$ cat config.mk
export PLATFORM = sky130hd
export DESIGN_NAME = stack_push_pop_unit
export DESIGN_NICKNAME = d
export VERILOG_FILES = /design/src/core/stack_addr_calc.v /design/src/core/stack_push_pop_unit.v
export VERILOG_INCLUDE_DIRS = /design/src /design/src/core
export SDC_FILE = /design/constraint.sdc
export NUM_CORES = 1
export LEC_CHECK = 0
export BUFFER_PORTS_ARGS = -buffer_cell sky130_fd_sc_hd__buf_2
export CORE_MARGIN = 5
export CORE_UTILIZATION = 32
export CTS_CLUSTER_SIZE = 8
export DETAILED_ROUTE_END_ITERATION = 8
export PLACE_DENSITY = 0.52
export SYNTH_ARGS = -nofsm -noshare
export SYNTH_HDL_FRONTEND = slang
export SYNTH_SLANG_ARGS = --single-unit
$ cat constraint.sdc
create_clock -name core_clk_in -period 31.5 [get_ports core_clk_in]
set_clock_uncertainty 0.1 [all_clocks]
set_input_delay 9.45 -clock core_clk_in [delete_from_list [all_inputs] [get_ports core_clk_in]]
set_output_delay 9.45 -clock core_clk_in [all_outputs]
set_load 0.02 [all_outputs]
$ cat src/core/stack_unit_map.vh
// constants for the stack push/pop unit
`ifndef STACK_UNIT_MAP_VH
`define STACK_UNIT_MAP_VH
// operation codes
`define OP_IDLE        3'h0
`define OP_PUSH_SEL    3'h1
`define OP_POP_SEL     3'h2
`define OP_PUSH_ERR    3'h3
`define OP_POP_MEM     3'h4
`define OP_FAR_CALL    3'h5
// fault codes
`define FLT_NONE       3'h0
`define FLT_STACK      3'h1
`define FLT_BRANCH     3'h2
`define FLT_MEM        3'h3
// wrap start points, wrap target and 64K limit of a 16-bit stack
`define WRAP_SP_32     32'h0000fffc
`define WRAP_SP_16     32'h0000fffe
`define WRAP_TARGET_HI 32'h00010000
`define SEG64K_LIMIT   32'h0000ffff
// byte enables
`define BE_LOW2        4'h3
`define BE_ALL4        4'hf
`endif

$ cat src/core/stack_addr_calc.v
// stack pointer step and effective address for one access
`timescale 1ns/1ps
module stack_addr_calc #(
  parameter WIDTH = 32
) (
  input  wire [WIDTH-1:0] sp_in,
  input  wire             op32_in,
  input  wire             stack32_in,
  input  wire             dec_in,
  output wire [WIDTH-1:0] sp_new_out,
  output wire             wrap_out
);
  wire [WIDTH-1:0] step;
  wire [WIDTH-1:0] raw;
  assign step = op32_in ? {{(WIDTH-3){1'b0}}, 3'h4} :
                          {{(WIDTH-3){1'b0}}, 3'h2};
  assign raw  = dec_in ? sp_in - step : sp_in + step;
  // a 16-bit stack keeps the upper half of the pointer
  assign sp_new_out = stack32_in ? raw : {sp_in[WIDTH-1:16], raw[15:0]};
  assign wrap_out   = ~stack32_in & ~dec_in & (raw[15:0] < sp_in[15:0]);
endmodule // stack_addr_calc

$ cat src/core/stack_push_pop_unit.v
// stack push/pop sequencer facing the stack memory
`timescale 1ns/1ps
`include "stack_unit_map.vh"
module stack_push_pop_unit #(
  parameter SIZED_SEL = 0
) (
  input  wire        core_clk_in,
  input  wire        sys_rst_in,
  input  wire        req_valid_in,
  input  wire [2:0]  req_op_in,
  input  wire        op32_in,
  input  wire        stack32_in,
  input  wire        real_mode_in,
  input  wire [31:0] seg_limit_in,
  input  wire [31:0] sp_init_in,
  input  wire [31:0] wdata_in,
  input  wire [31:0] index_disp_in,
  input  wire [15:0] call_cs_in,
  input  wire [31:0] call_ip_in,
  input  wire        branch_limit_err_in,
  input  wire        branch_rights_err_in,
  input  wire        mem_ready_in,
  input  wire        mem_err_in,
  input  wire [31:0] mem_rdata_in,
  output reg         busy_out,
  output reg         done_out,
  output reg  [2:0]  fault_out,
  output reg  [31:0] stack_pointer_out,
  output reg  [31:0] rdata_out,
  output reg         mem_req_out,
  output reg         mem_we_out,
  output reg  [31:0] mem_addr_out,
  output reg  [3:0]  mem_be_out,
  output reg  [31:0] mem_wdata_out
);
  localparam ST_IDLE  = 3'h0;
  localparam ST_MEM   = 3'h1;
  localparam ST_PUSH2 = 3'h2;
  localparam ST_POPWR = 3'h3;
  localparam ST_DONE  = 3'h4;

  reg  [2:0]  state_r;
  reg  [2:0]  op_r;
  reg         op32_r;
  reg         stack32_r;
  reg  [31:0] sp_saved_r;
  reg  [31:0] ip_r;
  reg  [31:0] idx_r;
  reg  [31:0] data_r;
  wire [31:0] sp_dec;
  wire [31:0] sp_inc;
  wire        wrap;
  wire        is_pop;
  wire        wide_acc;
  wire [31:0] last_byte;
  wire        limit_hi_bad;
  wire        wrap_start;
  reg         ip_phase_r;
  reg  [31:0] acc_addr_nxt;
  reg  [3:0]  acc_be_nxt;
  reg  [31:0] acc_wdata_nxt;
  reg  [31:0] popwr_base_nxt;
  reg  [31:0] popwr_addr_nxt;
  reg         wrap_fault_nxt;
  reg  [31:0] pop_val_nxt;
  reg  [2:0]  after_acc_nxt;

  stack_addr_calc #(.WIDTH(32)) u_dec (
    .sp_in      (stack_pointer_out),
    .op32_in    (op32_r),
    .stack32_in (stack32_r),
    .dec_in     (1'b1),
    .sp_new_out (sp_dec),
    .wrap_out   ()
  );
  stack_addr_calc #(.WIDTH(32)) u_inc (
    .sp_in      (stack_pointer_out),
    .op32_in    (op32_r),
    .stack32_in (stack32_r),
    .dec_in     (1'b0),
    .sp_new_out (sp_inc),
    .wrap_out   (wrap)
  );

  assign is_pop   = (op_r == `OP_POP_SEL) | (op_r == `OP_POP_MEM);
  // wide access: error codes always, selectors only in the sized variant
  assign wide_acc = (op_r == `OP_PUSH_ERR) | (op_r == `OP_FAR_CALL & op32_r)
                  | (op_r == `OP_POP_MEM & op32_r)
                  | ((SIZED_SEL != 0) & op32_r);
  assign last_byte = (is_pop ? stack_pointer_out : sp_dec) + 32'h3;
  assign limit_hi_bad = wide_acc & (op_r == `OP_PUSH_SEL | op_r == `OP_POP_SEL)
                      & (last_byte > seg_limit_in);

  // access shape of the next stack memory cycle
  always @* begin
    acc_addr_nxt  = sp_dec;
    acc_be_nxt    = `BE_LOW2;
    acc_wdata_nxt = data_r;
    case (op_r)
      `OP_PUSH_SEL: begin
        acc_addr_nxt  = sp_dec;
        acc_be_nxt    = wide_acc ? `BE_ALL4 : `BE_LOW2;
        acc_wdata_nxt = {16'h0, data_r[15:0]};
      end
      `OP_POP_SEL: begin
        acc_addr_nxt  = stack_pointer_out;
        acc_be_nxt    = wide_acc ? `BE_ALL4 : `BE_LOW2;
        acc_wdata_nxt = 32'h0;
      end
      `OP_PUSH_ERR: begin
        acc_addr_nxt  = sp_dec;
        acc_be_nxt    = `BE_ALL4;
        acc_wdata_nxt = {16'h0, data_r[15:0]};
      end
      `OP_POP_MEM: begin
        acc_addr_nxt  = stack_pointer_out;
        acc_be_nxt    = op32_r ? `BE_ALL4 : `BE_LOW2;
        acc_wdata_nxt = 32'h0;
      end
      `OP_FAR_CALL: begin
        acc_addr_nxt  = sp_dec;
        acc_be_nxt    = op32_r ? `BE_ALL4 : `BE_LOW2;
        acc_wdata_nxt = data_r;
      end
      default: begin
        acc_addr_nxt  = sp_dec;
        acc_be_nxt    = `BE_LOW2;
        acc_wdata_nxt = data_r;
      end
    endcase
  end

  // popped value width follows the access
  always @* begin
    pop_val_nxt = {16'h0, mem_rdata_in[15:0]};
    if (wide_acc)
      pop_val_nxt = mem_rdata_in;
  end

  // where a finished memory cycle leads
  always @* begin
    case (op_r)
      `OP_POP_MEM:  after_acc_nxt = ST_POPWR;
      `OP_FAR_CALL: after_acc_nxt = ip_phase_r ? ST_DONE : ST_PUSH2;
      default:      after_acc_nxt = ST_DONE;
    endcase
  end

  // wrap writes offset zero plus index
  // or offset 10000h in the sized variant
  assign wrap_start = ~stack32_r &
                      ({16'h0, sp_saved_r[15:0]} ==
                       (op32_r ? `WRAP_SP_32 : `WRAP_SP_16));
  always @* begin
    popwr_base_nxt = stack32_r ? stack_pointer_out :
                     {16'h0, stack_pointer_out[15:0]};
    if ((SIZED_SEL != 0) && wrap_start)
      popwr_base_nxt = popwr_base_nxt + `WRAP_TARGET_HI;
    popwr_addr_nxt = popwr_base_nxt + idx_r;
    wrap_fault_nxt = (SIZED_SEL != 0) && wrap &&
                     (real_mode_in || seg_limit_in <= `SEG64K_LIMIT);
  end

  always @(posedge core_clk_in or posedge sys_rst_in) begin
    if (sys_rst_in) begin
      state_r           <= ST_IDLE;
      op_r              <= `OP_IDLE;
      op32_r            <= 1'b0;
      stack32_r         <= 1'b0;
      sp_saved_r        <= 32'h0;
      ip_r              <= 32'h0;
      idx_r             <= 32'h0;
      data_r            <= 32'h0;
      ip_phase_r        <= 1'b0;
      busy_out          <= 1'b0;
      done_out          <= 1'b0;
      fault_out         <= `FLT_NONE;
      stack_pointer_out <= 32'h0;
      rdata_out         <= 32'h0;
      mem_req_out       <= 1'b0;
      mem_we_out        <= 1'b0;
      mem_addr_out      <= 32'h0;
      mem_be_out        <= 4'h0;
      mem_wdata_out     <= 32'h0;
    end else begin
      done_out <= 1'b0;
      case (state_r)
        ST_IDLE: begin
          if (req_valid_in) begin
            op_r              <= req_op_in;
            op32_r            <= op32_in | (req_op_in == `OP_PUSH_ERR);
            stack32_r         <= stack32_in;
            sp_saved_r        <= sp_init_in;
            stack_pointer_out <= sp_init_in;
            ip_r              <= call_ip_in;
            idx_r             <= index_disp_in;
            ip_phase_r        <= 1'b0;
            data_r            <= (req_op_in == `OP_PUSH_ERR) ?
                                 {16'h0, wdata_in[15:0]} : wdata_in;
            fault_out         <= `FLT_NONE;
            busy_out          <= 1'b1;
            if (req_op_in == `OP_FAR_CALL &&
                (branch_limit_err_in || branch_rights_err_in)) begin
              fault_out <= `FLT_BRANCH;
              state_r   <= ST_DONE;
            end else begin
              if (req_op_in == `OP_FAR_CALL)
                data_r <= {16'h0, call_cs_in};
              state_r <= ST_MEM;
            end
          end
        end
        ST_MEM: begin
          if (!mem_req_out) begin
            if (limit_hi_bad) begin
              fault_out <= `FLT_STACK;
              state_r   <= ST_DONE;
            end else begin
              mem_req_out <= 1'b1;
              mem_we_out  <= ~is_pop;
              mem_addr_out  <= acc_addr_nxt;
              mem_be_out    <= acc_be_nxt;
              mem_wdata_out <= acc_wdata_nxt;
              if (!is_pop)
                stack_pointer_out <= sp_dec;
            end
          end else if (mem_ready_in) begin
            mem_req_out <= 1'b0;
            if (mem_err_in) begin
              fault_out         <= `FLT_MEM;
              stack_pointer_out <= sp_saved_r;
              state_r           <= ST_DONE;
            end else if (is_pop) begin
              rdata_out <= pop_val_nxt;
              stack_pointer_out <= sp_inc;
              state_r <= after_acc_nxt;
              data_r  <= mem_rdata_in;
              if (op_r == `OP_POP_MEM && wrap_fault_nxt) begin
                fault_out         <= `FLT_STACK;
                stack_pointer_out <= sp_saved_r;
                state_r           <= ST_DONE;
              end
            end else if (op_r == `OP_FAR_CALL && !ip_phase_r) begin
              // old code segment first, pointer sized by operand below it
              data_r     <= ip_r;
              ip_phase_r <= 1'b1;
              state_r    <= after_acc_nxt;
            end else begin
              state_r <= ST_DONE;
            end
          end
        end
        ST_PUSH2: begin
          // idle cycle lets the pointer settle before the second push
          state_r <= ST_MEM;
        end
        ST_POPWR: begin
          if (!mem_req_out) begin
            mem_req_out  <= 1'b1;
            mem_we_out   <= 1'b1;
            mem_be_out   <= op32_r ? `BE_ALL4 : `BE_LOW2;
            mem_wdata_out <= data_r;
            mem_addr_out  <= popwr_addr_nxt;
          end else if (mem_ready_in) begin
            mem_req_out <= 1'b0;
            if (mem_err_in) begin
              fault_out         <= `FLT_MEM;
              stack_pointer_out <= sp_saved_r;
            end
            state_r <= ST_DONE;
          end
        end
        ST_DONE: begin
          busy_out <= 1'b0;
          done_out <= 1'b1;
          state_r  <= ST_IDLE;
        end
        default: state_r <= ST_IDLE;
      endcase
    end
  end
endmodule // stack_push_pop_unit

-- Word-level counts from Yosys, hierarchy flattened
Index checks and enable logic that the tools add are counted.
- reduce and logical (&&, ||, !) cells: 23
- bitwise gates (word level): 11
- divide/modulo/power cells: 0
- shift-type cells: 0
- eq/ne operators: 29
- add/sub/neg operators: 4
- multiplexer cells: 83
- $mul: 0
- $lt $le $gt $ge: 1
- operators by type and width (cell ; number):
    32-bit 2-to-1 mux ; 30
    32-bit case mux with 2 select lines ; 4
    32-bit case mux with 3 select lines ; 1
    32-bit adder ; 2
    3-bit 2-to-1 mux ; 18
    32-bit by 2-bit adder with 32-bit output (second input constant) ; 1
    32-bit greater-than comparator ; 1
    32-bit subtractor ; 1
    2-bit inequality test (second input constant) ; 12
    4-bit 2-to-1 mux ; 5
    3-bit by 2-bit equality test with 1-bit output (second input constant) ; 5
    1-bit 2-to-1 mux ; 15
    3-bit equality test (second input constant) ; 4
    3-bit inequality test (second input constant) ; 4
    3-bit case mux with 4 select lines ; 1
    4-bit case mux with 3 select lines ; 1
    5-bit AND reduction ; 2
    3-bit case mux with 3 select lines ; 1
    9-bit AND reduction ; 1
    4-bit inequality test (second input constant) ; 2
    1-bit case mux with 2 select lines ; 4
    4-bit case mux with 2 select lines ; 1
    4-bit AND reduction ; 2
    8-bit AND reduction ; 1
    other kinds (16) ; 32
- logic and storage cells: 171
- bits in latches: 0
- bits in writable memories: 0
- output and inout bits: 139
- bits in registers: 276
- memories kept: 0
- bits of input ports: 221
- bits in read-only memories: 0

-- Longest topological paths before layout
Gate-level depths: netlist of run 1.
- depth after elaboration: 10
- mapped depth: 13
- gate-level depth less buffers: 12

-- Cells and area by module
A second synthesis of run 1 with hierarchy kept.
- cells, all modules: 2345
- area, all modules: 18666.7 sq um
- by module, submodules not included (module ; sequential area each (sq um) ; cells each ; area an instance (sq um) ; times used):
    stack_push_pop_unit ; 6856.6 ; 1737 ; 14184.9 ; 1
    stack_addr_calc ; 0.0 ; 304 ; 2240.9 ; 2

-- Worst setup path after synthesis of run 1
No wires, ideal clock.
- kind: input to register
- start point: in mem_err_in
- end point: reg stack_pointer_out[24]
- arrival: 11286 ps
- buffers on the path: 3
- data required time: 31258 ps
- cell stages on the path: 8
- path slack: 19972 ps
- setup time: 142 ps
- cell sequence: nand2b_1 > or3_1 > clkbuf_1 > o221ai_1 > or2_2 > clkbuf_1 > clkbuf_1 > o221ai_1
- word-level cells in the longest chain between the ends: 4
- elaborated cells on any way between the ends: 8
- classes of those cells: eq/ne: 3; mux: 4; reduce/logical: 1
- RTL lines (what ; line ; source):
    start, declared ; stack_push_pop_unit.v:23 ; input wire mem_err_in,
    32-bit 2-to-1 mux ; stack_push_pop_unit.v:229 ; if (mem_err_in) begin
    32-bit 2-to-1 mux ; stack_push_pop_unit.v:227 ; end else if (mem_ready_in) begin
    32-bit 2-to-1 mux ; stack_push_pop_unit.v:214 ; if (!mem_req_out) begin
    32-bit case mux with 3 select lines ; stack_push_pop_unit.v:187 ; case (state_r)
    end signal, assigned ; stack_push_pop_unit.v:225 ; stack_pointer_out <= sp_dec;
    end signal, assigned ; stack_push_pop_unit.v:231 ; stack_pointer_out <= sp_saved_r;
    end signal, assigned ; stack_push_pop_unit.v:235 ; stack_pointer_out <= sp_inc;
    end, declared ; stack_push_pop_unit.v:28 ; output reg [31:0] stack_pointer_out,
Several ways; a longest one is shown, not always the timed one. The select of a mux whose other input is x is not followed.
A chain may end at the register's enable or synchronous reset.

-- Final worst setup path of run 1
- start point: in req_op_in[2]
- end point: reg data_r[25]
- word-level cells in the longest chain between the ends: 6
- elaborated cells on any way between the ends: 8
- classes of those cells: eq/ne: 2; mux: 5; reduce/logical: 1
- RTL lines (what ; line ; source):
    start, declared ; stack_push_pop_unit.v:10 ; input wire [2:0] req_op_in,
    3-bit by 2-bit equality test with 1-bit output (no source line) ; - ;
    32-bit 2-to-1 mux ; stack_push_pop_unit.v:198 ; data_r <= (req_op_in == `OP_PUSH_ERR) ?
    32-bit 2-to-1 mux ; stack_push_pop_unit.v:207 ; if (req_op_in == `OP_FAR_CALL)
    32-bit 2-to-1 mux * ; stack_push_pop_unit.v:202 ; if (req_op_in == `OP_FAR_CALL &&
    32-bit 2-to-1 mux * ; stack_push_pop_unit.v:189 ; if (req_valid_in) begin
    32-bit case mux with 2 select lines * ; stack_push_pop_unit.v:187 ;
    end signal, assigned ; stack_push_pop_unit.v:198 ;
    end signal, assigned ; stack_push_pop_unit.v:208 ; data_r <= {16'h0, call_cs_in};
    end signal, assigned ; stack_push_pop_unit.v:237 ; data_r <= mem_rdata_in;
    end, declared ; stack_push_pop_unit.v:49 ; reg [31:0] data_r;
Mark *: on every way between the ends. The rest lies on a longest branch, timed or not. The select of a mux whose other input is x is not followed.

==> flow_summary.json, run 1 <==
{
  "cts.clk_slew.worst_paths_ns": 0.05,
  "criticalPathCategory": "in2reg",
  "die-area_um2": 51500,
  "cts_sinks": 274,
  "finalSetupViolCount": 0,
  "worst_slack_ns": 19.13,
  "avgSynthCellArea_um2": 9.17,
  "status": "finished, final reports clean",
  "critPathLaunchType": "primary input",
  "mostFrequentLayoutCells": "buf_2 (326), nand2_1 (282), dfrtp_1 (273)",
  "cap_violations": 0,
  "cts_setup_buffers": 0,
  "grt.total_usage": 0.195,
  "yosysSeqAreaShare": 0.455,
  "rsz0062_at_grt": "no",
  "tns_ns": 0,
  "synth_edf_count": 0,
  "area_growth_pct": 21.7,
  "htreeDepth": 2,
  "fin_nets": 2164,
  "final_core_util": 0.394,
  "required_ns": 31.85,
  "antenna_found_initial": 9,
  "met2WireLength_mm": 25.5,
  "initialDrtViolationCount": 861,
  "cts.hold.buffers_added": 0,
  "fp.dieH_um": 227,
  "worst_slew_pin_slew_ns": 1.14,
  "avgRoutedWirePerCell_um": 20.7,
  "synth.net_count": 1903,
  "cts_tree": "done",
  "final_common_cell": "buf_2",
  "min_period_over_period": 0.393,
  "wl_met3_mm": 3.01,
  "highest_layer": "met5",
  "cp-end-kind": "register",
  "clk_latency_ns": 0.55,
  "die_w_um": 227,
  "async_flop_share": 1.00,
  "synth_flop_cell": "dfrtp_1",
  "num_vias": 13300,
  "dp.final_hpwl_mm": 36.6,
  "coreArea_um2": 46600,
  "row_count": 79,
  "cts_buffer_depth": 3,
  "io_pins": 360,
  "grt_max_degree": 174,
  "first_pass_iters": 5,
  "grt_pass1_vias": 13200,
  "slew_viol_final": 0,
  "r2r_slack_ns": 27.70,
  "syn_area_um2": 15100,
  "ys_types": 69,
  "ant_nets": 0,
  "root_buffer": "clkbuf_16",
  "p_per_area_nw_per_um2": 123,
  "drt_wl_total_mm": 52.3,
  "hold_viol": 0,
  "ys_warn_count": 0,
  "p_leak_nw": 8.44,
  "post-route-min-period_ns": 12.37,
  "gr-total-overflow": 0,
  "grt_pass1_wl_mm": 78.6,
  "hp-class": "reg2reg",
  "path_max_fanout": 17,
  "gp_congestion": 0.884,
  "synthCells": 1643,
  "dp_slack_ns": 18.48,
  "drc": 0,
  "numCtsBuffers": 41,
  "start_util": 0.324,
  "cp.arrival_ns": 12.72,
  "wl_met1_mm": 22.6,
  "ir_drop_mv": 0.0485,
  "relSlewSlack": 0.238,
  "cts.repair.resized": 0,
  "viasPerCell": 5.27,
  "numPortBuffers": 326,
  "ys_ff_latch": 274,
  "fmax_mhz": 80.8,
  "drive_gt1_frac": 0.277
}
-- final cells by class --
| type | instances | area [um2] |
|---|---|---|
| sequential | 274 | 6860 |
| inverter | 25 | 101 |
| antenna | 3 | 7.51 |
| multi-input combinational | 1220 | 7700 |
| fill | 4726 | 28200 |
| tap | 607 | 759 |
| timing repair buffer | 342 | 1760 |
| clock buffer | 43 | 1040 |
| clock inverter | 6 | 106 |
-- routing by layer --
| metal | vias to the layer above | GRT usage |
|---|---|---|
| met5 | - | 0 |
| met1 | 6507 | 0.257 |
| met2 | 365 | 0.324 |
| met3 | 81 | 0.0419 |
| li1 | 6310 | - |
| met4 | 10 | 0.0561 |
-- cells in the mapped netlist (10+ instances only) --
| library cell | count | share of area |
|---|---|---|
| a211oi_1 | 10 | 0.0050 |
| a21o_1 | 16 | 0.0080 |
| a21oi_1 | 150 | 0.050 |
| a22o_1 | 34 | 0.020 |
| a22oi_1 | 13 | 0.0065 |
| and2_1 | 19 | 0.0079 |
| buf_1 | 10 | 0.0025 |
| clkbuf_1 | 106 | 0.026 |
| dfrtp_1 | 274 | 0.45 |
| ha_1 | 36 | 0.030 |
| inv_1 | 24 | 0.0060 |
| mux2_2 | 116 | 0.087 |
| nand2_1 | 284 | 0.071 |
| nand3_1 | 23 | 0.0076 |
| nor2_1 | 97 | 0.024 |
| nor3_1 | 23 | 0.0076 |
| o211ai_1 | 12 | 0.0060 |
| o21a_1 | 10 | 0.0050 |
| o21ai_0 | 150 | 0.050 |
| or3_1 | 20 | 0.0083 |
| xnor2_1 | 46 | 0.027 |
| xor2_1 | 28 | 0.016 |
-- kinds of logic (layout without fill, tap and decap cells) --
group | count (synthesis) | in the layout | share of synthesized area
XOR/XNOR | 74 | 74 | 0.0430
other | 0 | 3 | 0
adder cells (fa/ha/maj) | 39 | 39 | 0.0339
buffers and inverters | 149 | 416 | 0.0387
AND/OR/NAND/NOR | 518 | 518 | 0.150
flip-flops | 274 | 274 | 0.455
multiplexers | 120 | 120 | 0.0893
AO/OA/AOI/OAI | 469 | 469 | 0.190
-- power breakdown --
part           switching [W]  internal, W
clock               0.000165     0.000250
combinational       0.000711     0.000454
sequential          0.000154     0.000520
total                0.00103      0.00122
-- sequential cells by signal (all words and copies together), names as in the netlist, 32 cells and up --
signal	cells
data_r	32
mem_wdata_out	32
mem_addr_out	32
rdata_out	32
sp_saved_r	32
idx_r	32
stack_pointer_out	32
ip_r	32
-- stage by stage --
| stage | hold slack [ns] | power, W | instances | cell area [um2] |
|---|---|---|---|---|
| CTS | 0.376 | 0.00227 | 2517 | 18300 |
| floorplan | 0.351 | 0.00148 | 1643 | 15100 |
| finish | 0.367 | 0.00225 | 2520 | 18300 |
| global placement | 0.361 | 0.00183 | 2468 | 17200 |
| detailed placement | 0.366 | 0.00185 | 2468 | 17200 |
| global route | 0.397 | 0.00243 | 2520 | 18300 |
-- worst max-delay path, cell delays in order --
cell and delay [ns]:
buf_2 0.12, nand3b_1 0.11, or3_1 0.62, clkinv_1 0.83, nor3_2 1.13, a21oi_1 0.23, o21ai_0 0.22
-- final timing paths --
kind | startpoint | endpoint | cells after the start
min reg2reg | mem_addr_out[6] | mem_addr_out[6] | 2
max reg2reg | stack_pointer_out[0] | mem_addr_out[28] | 12
max in group asynchronous | sys_rst_in | data_r[29] | 3
min | mem_addr_out[6] | mem_addr_out[6] | 2
min in group asynchronous | sys_rst_in | mem_wdata_out[23] | 2
max | req_op_in[2] | data_r[25] | 7
Power figures use the tool's default switching activity.
==> inputs of run 2 (changes only) <==
- clock period: 31.5 -> 12.63 ns (I/O delays scaled with it)
==> flow_summary.json, run 2 (synthesis gave the netlist of run 1 again) <==
{
  "cp.arrival_ns": 7.07,
  "cts_sinks": 274,
  "p_int_w": 0.00300,
  "initialDrtViolationCount": 886,
  "viasPerCell": 5.22,
  "finalSetupViolCount": 0,
  "num_vias": 13200,
  "clockPowerShare": 0.175,
  "coreArea_um2": 46600,
  "area_growth_pct": 21.2,
  "numPortBuffers": 326,
  "drc": 0,
  "cts_buffer_depth": 3,
  "n_fill_cell": 4749,
  "dpl-instance-area_um2": 17200,
  "min_period_over_period": 0.532,
  "hp-class": "reg2reg",
  "cts_setup_buffers": 0,
  "post-route-min-period_ns": 6.72,
  "io_pins": 360,
  "avgRoutedWirePerCell_um": 20.6,
  "htreeDepth": 2,
  "fp.dieH_um": 227,
  "fmax_mhz": 149,
  "p_sw_frac": 0.461,
  "die_w_um": 227,
  "start_util": 0.324,
  "gr-total-overflow": 0,
  "critPathLaunchType": "primary input",
  "worst_slew_pin_slew_ns": 1.13,
  "rsz0062_at_grt": "no",
  "grt.total_usage": 0.195,
  "tns_ns": 0,
  "mostFrequentLayoutCells": "buf_2 (326), nand2_1 (282), dfrtp_1 (273)",
  "cts.clk_slew.worst_paths_ns": 0.05,
  "totalPowerFinal_w": 0.00556,
  "row_count": 79,
  "cts.repair.resized": 0,
  "grt_max_degree": 167,
  "relSlewSlack": 0.244,
  "clk_latency_ns": 0.55,
  "cp-end-kind": "register",
  "ant_nets": 0,
  "cts_tree": "done",
  "slew_viol_final": 0,
  "path_max_fanout": 17,
  "cts.hold.buffers_added": 0,
  "drive_gt1_frac": 0.275,
  "cap_violations": 0,
  "required_ns": 12.98,
  "seq_power_share": 0.302,
  "root_buffer": "clkbuf_16",
  "ir_drop_mv": 0.128,
  "status": "finished, final reports clean",
  "antenna_found_initial": 12,
  "p_leak_nw": 8.40,
  "final_common_cell": "buf_2",
  "power.switching_w": 0.00256,
  "seq_area_um2": 6860,
  "grt_pass1_wl_mm": 78.7,
  "first_pass_iters": 5,
  "multi_input_area_um2": 7700,
  "drt_wl_total_mm": 52.1,
  "fin_nets": 2163,
  "hold_viol": 0,
  "grt_pass1_vias": 13100,
  "numCtsBuffers": 40,
  "comb_power_share": 0.523,
  "p_per_area_nw_per_um2": 304,
  "dp.final_hpwl_mm": 36.5,
  "final_area_um2": 18300,
  "criticalPathCategory": "in2reg",
  "die-area_um2": 51500,
  "gp_congestion": 0.878
}
## run 2: path summary, 6_finish.rpt
path                                       from                end  slack [ns]  cells after the start
min in group asynchronous            sys_rst_in  mem_wdata_out[23]        3.27                      2
max reg2reg                stack_pointer_out[0]   mem_addr_out[28]        8.86                     12
min                                   data_r[6]   mem_wdata_out[6]        0.37                      1
max                                req_op_in[1]         data_r[24]        5.91                      7
max in group asynchronous            sys_rst_in         state_r[1]        7.73                      3
min reg2reg                           data_r[6]   mem_wdata_out[6]        0.37                      1
## run 2: critical path: stages
cell and delay (ns):
buf_2 0.10, nand3b_1 0.15, or3_1 0.65, clkinv_1 0.80, nor3_2 1.12, a21oi_1 0.24
o21ai_0 0.21
## run 2: layout make-up
type                       count  share of cell area
multi-input combinational   1220               0.422
clock buffer                  44              0.0556
tap                          607              0.0416
antenna                        6            0.000822
inverter                      25             0.00555
clock inverter                 4             0.00294
timing repair buffer         342              0.0966
sequential                   274               0.375
## run 2: stage by stage
step	utilization	setup slack, ns	hold WS [ns]	instances
2_1_floorplan	-	1.19	0.351	1643
3_3_place_gp	0.369	5.36	0.358	2468
3_5_place_dp	0.369	5.30	0.364	2468
4_1_cts	0.392	5.87	0.376	2516
5_1_grt	0.392	5.66	0.375	2521
6_report	0.392	5.91	0.368	2522
## run 2: power by group through the flow
stage / clock, W / combinational [W] / sequential, W
after floorplan: 0 / 0.00195 / 0.00174
after global placement: 0 / 0.00287 / 0.00168
after detailed placement: 0 / 0.00291 / 0.00169
after CTS: 0.00100 / 0.00292 / 0.00168
after global routing: 0.00103 / 0.00321 / 0.00174
final: 0.000970 / 0.00291 / 0.00168
## run 2: layer usage
metal  GRT usage  vias up  share of wire
met5           0        -         0.0016
met4      0.0581       12          0.024
met3      0.0442       81          0.060
met2       0.319      359           0.48
met1       0.261     6407           0.43
li1            -     6302              -
==> inputs of run 3 (changes only) <==
- PLACE_DENSITY: 0.52 -> 0.54
- clock period: 12.63 -> 6 ns (I/O delays scaled with it)
==> flow_summary.json, run 3 (synthesis gave the netlist of run 1 again) <==
{
  "viasPerCell": 5.27,
  "post-route-min-period_ns": 4.15,
  "avgRoutedWirePerCell_um": 20.4,
  "comb_power_share": 0.519,
  "dp.final_hpwl_mm": 36.9,
  "rsz0062_at_grt": "no",
  "path_max_fanout": 19,
  "tns_ns": 0,
  "cap_violations": 0,
  "cp-end-kind": "register",
  "finalSetupViolCount": 0,
  "worst_hold_slack_ns": 0.370,
  "hold_viol": 0,
  "cts.repair.resized": 0,
  "fp.dieH_um": 227,
  "status": "finished, final reports clean",
  "cpPeakStageDelay_ns": 0.80,
  "drc": 0,
  "num_vias": 13300,
  "relSlewSlack": 0.259,
  "start_util": 0.324,
  "clockPowerShare": 0.180,
  "p_per_area_nw_per_um2": 640,
  "root_buffer": "clkbuf_16",
  "numCtsBuffers": 41,
  "initialDrtViolationCount": 724,
  "ir_drop_mv": 0.323,
  "gr-total-overflow": 0,
  "cts.hold.buffers_added": 0,
  "grt_pass1_vias": 13200,
  "grt_max_degree": 162,
  "cts_sinks": 274,
  "power.switching_w": 0.00537,
  "drive_gt1_frac": 0.279,
  "htreeDepth": 2,
  "final_core_util": 0.394,
  "grt.total_usage": 0.195,
  "mostFrequentLayoutCells": "buf_2 (326), nand2_1 (282), dfrtp_1 (273)",
  "criticalPathCategory": "in2reg",
  "ant_nets": 0,
  "slowest_stage": "or3_1",
  "gp_congestion": 0.886,
  "final_common_cell": "buf_2",
  "required_ns": 6.36,
  "critPathLaunchType": "primary input",
  "grt_pass1_wl_mm": 78.7,
  "die_w_um": 227,
  "n_fill_cell": 4755,
  "p_int_w": 0.00638,
  "fmax_mhz": 241,
  "fin_nets": 2170,
  "die-area_um2": 51500,
  "numPortBuffers": 326,
  "first_pass_iters": 5,
  "cp.arrival_ns": 4.50,
  "antenna_found_initial": 7,
  "row_count": 79,
  "cts_tree": "done",
  "clk_latency_ns": 0.57,
  "slew_viol_final": 0,
  "cts.clk_slew.worst_paths_ns": 0.05,
  "p_sw_frac": 0.457,
  "coreArea_um2": 46600,
  "io_pins": 360,
  "p_leak_nw": 8.45,
  "worst_slew_pin_slew_ns": 1.10,
  "crit_path_cell_trace": "buf_2 -> nand2b_1 -> or3_1 -> o221ai_2 -> or2_2 -> nor2_1 -> o21ai_0 -> o31ai_1",
  "min_period_over_period": 0.691,
  "cts_buffer_depth": 3,
  "area_growth_pct": 21.8,
  "hp-class": "reg2reg",
  "cts_setup_buffers": 0,
  "seq_power_share": 0.301,
  "drt_wl_total_mm": 51.7
}
[run 3: worst paths after layout]
kind,slack (ns),from,endpoint,cells after the start
hold reg to reg,0.37,rdata_out[17],rdata_out[17],2
hold / removal,0.37,rdata_out[17],rdata_out[17],2
setup / recovery,1.85,mem_err_in,stack_pointer_out[26],8
min in group asynchronous,1.11,sys_rst_in,data_r[25],2
max in group asynchronous,3.54,sys_rst_in,ip_r[2],3
setup reg to reg,2.22,stack_pointer_out[0],mem_addr_out[28],12
[run 3: cell type report]
| cell class | count | area (um2) | share of cell area |
|---|---|---|---|
| flip-flops and latches | 274 | 6860 | 0.374 |
| inverters | 25 | 97.6 | 0.00532 |
| well taps | 607 | 759 | 0.0414 |
| clock buffers | 48 | 1080 | 0.0590 |
| repair buffers | 348 | 1810 | 0.0986 |
| clock inverters | 4 | 45.0 | 0.00245 |
| diodes | 1 | 2.50 | 0.000136 |
| multi-input cells | 1220 | 7700 | 0.420 |
[run 3: stage by stage]
step | instance area [um2] | total power [W] | instances | setup WS, ns
final | 18400 | 0.0118 | 2527 | 1.85
after global routing | 18400 | 0.0127 | 2526 | 1.69
after floorplan | 15100 | 0.00777 | 1643 | 0.477
after global placement | 17200 | 0.00958 | 2474 | 1.35
after CTS | 18400 | 0.0119 | 2526 | 1.87
after detailed placement | 17200 | 0.00969 | 2474 | 1.30
[run 3: metal layers]
metal / GRT usage / vias to the layer above / wire, um
met5: 0 / - / 69
met4: 0.0652 / 12 / 1520
met3: 0.0431 / 102 / 3180
met2: 0.311 / 368 / 24300
met1: 0.265 / 6509 / 22600
li1: - / 6326 / -
[run 3: power groups by stage]
stage | clock network, W | registers [W] | logic (W)
after global placement | 0 | 0.00353 | 0.00605
after floorplan | 0 | 0.00366 | 0.00411
after global routing | 0.00225 | 0.00366 | 0.00677
after CTS | 0.00219 | 0.00354 | 0.00615
after detailed placement | 0 | 0.00356 | 0.00613
final | 0.00211 | 0.00353 | 0.00611
[run 3: critical path, delay by kind of cell]
kind	cells	cell delay (ns)
compound gates	3	0.65
simple gates	4	1.92
buf+inv	1	0.12
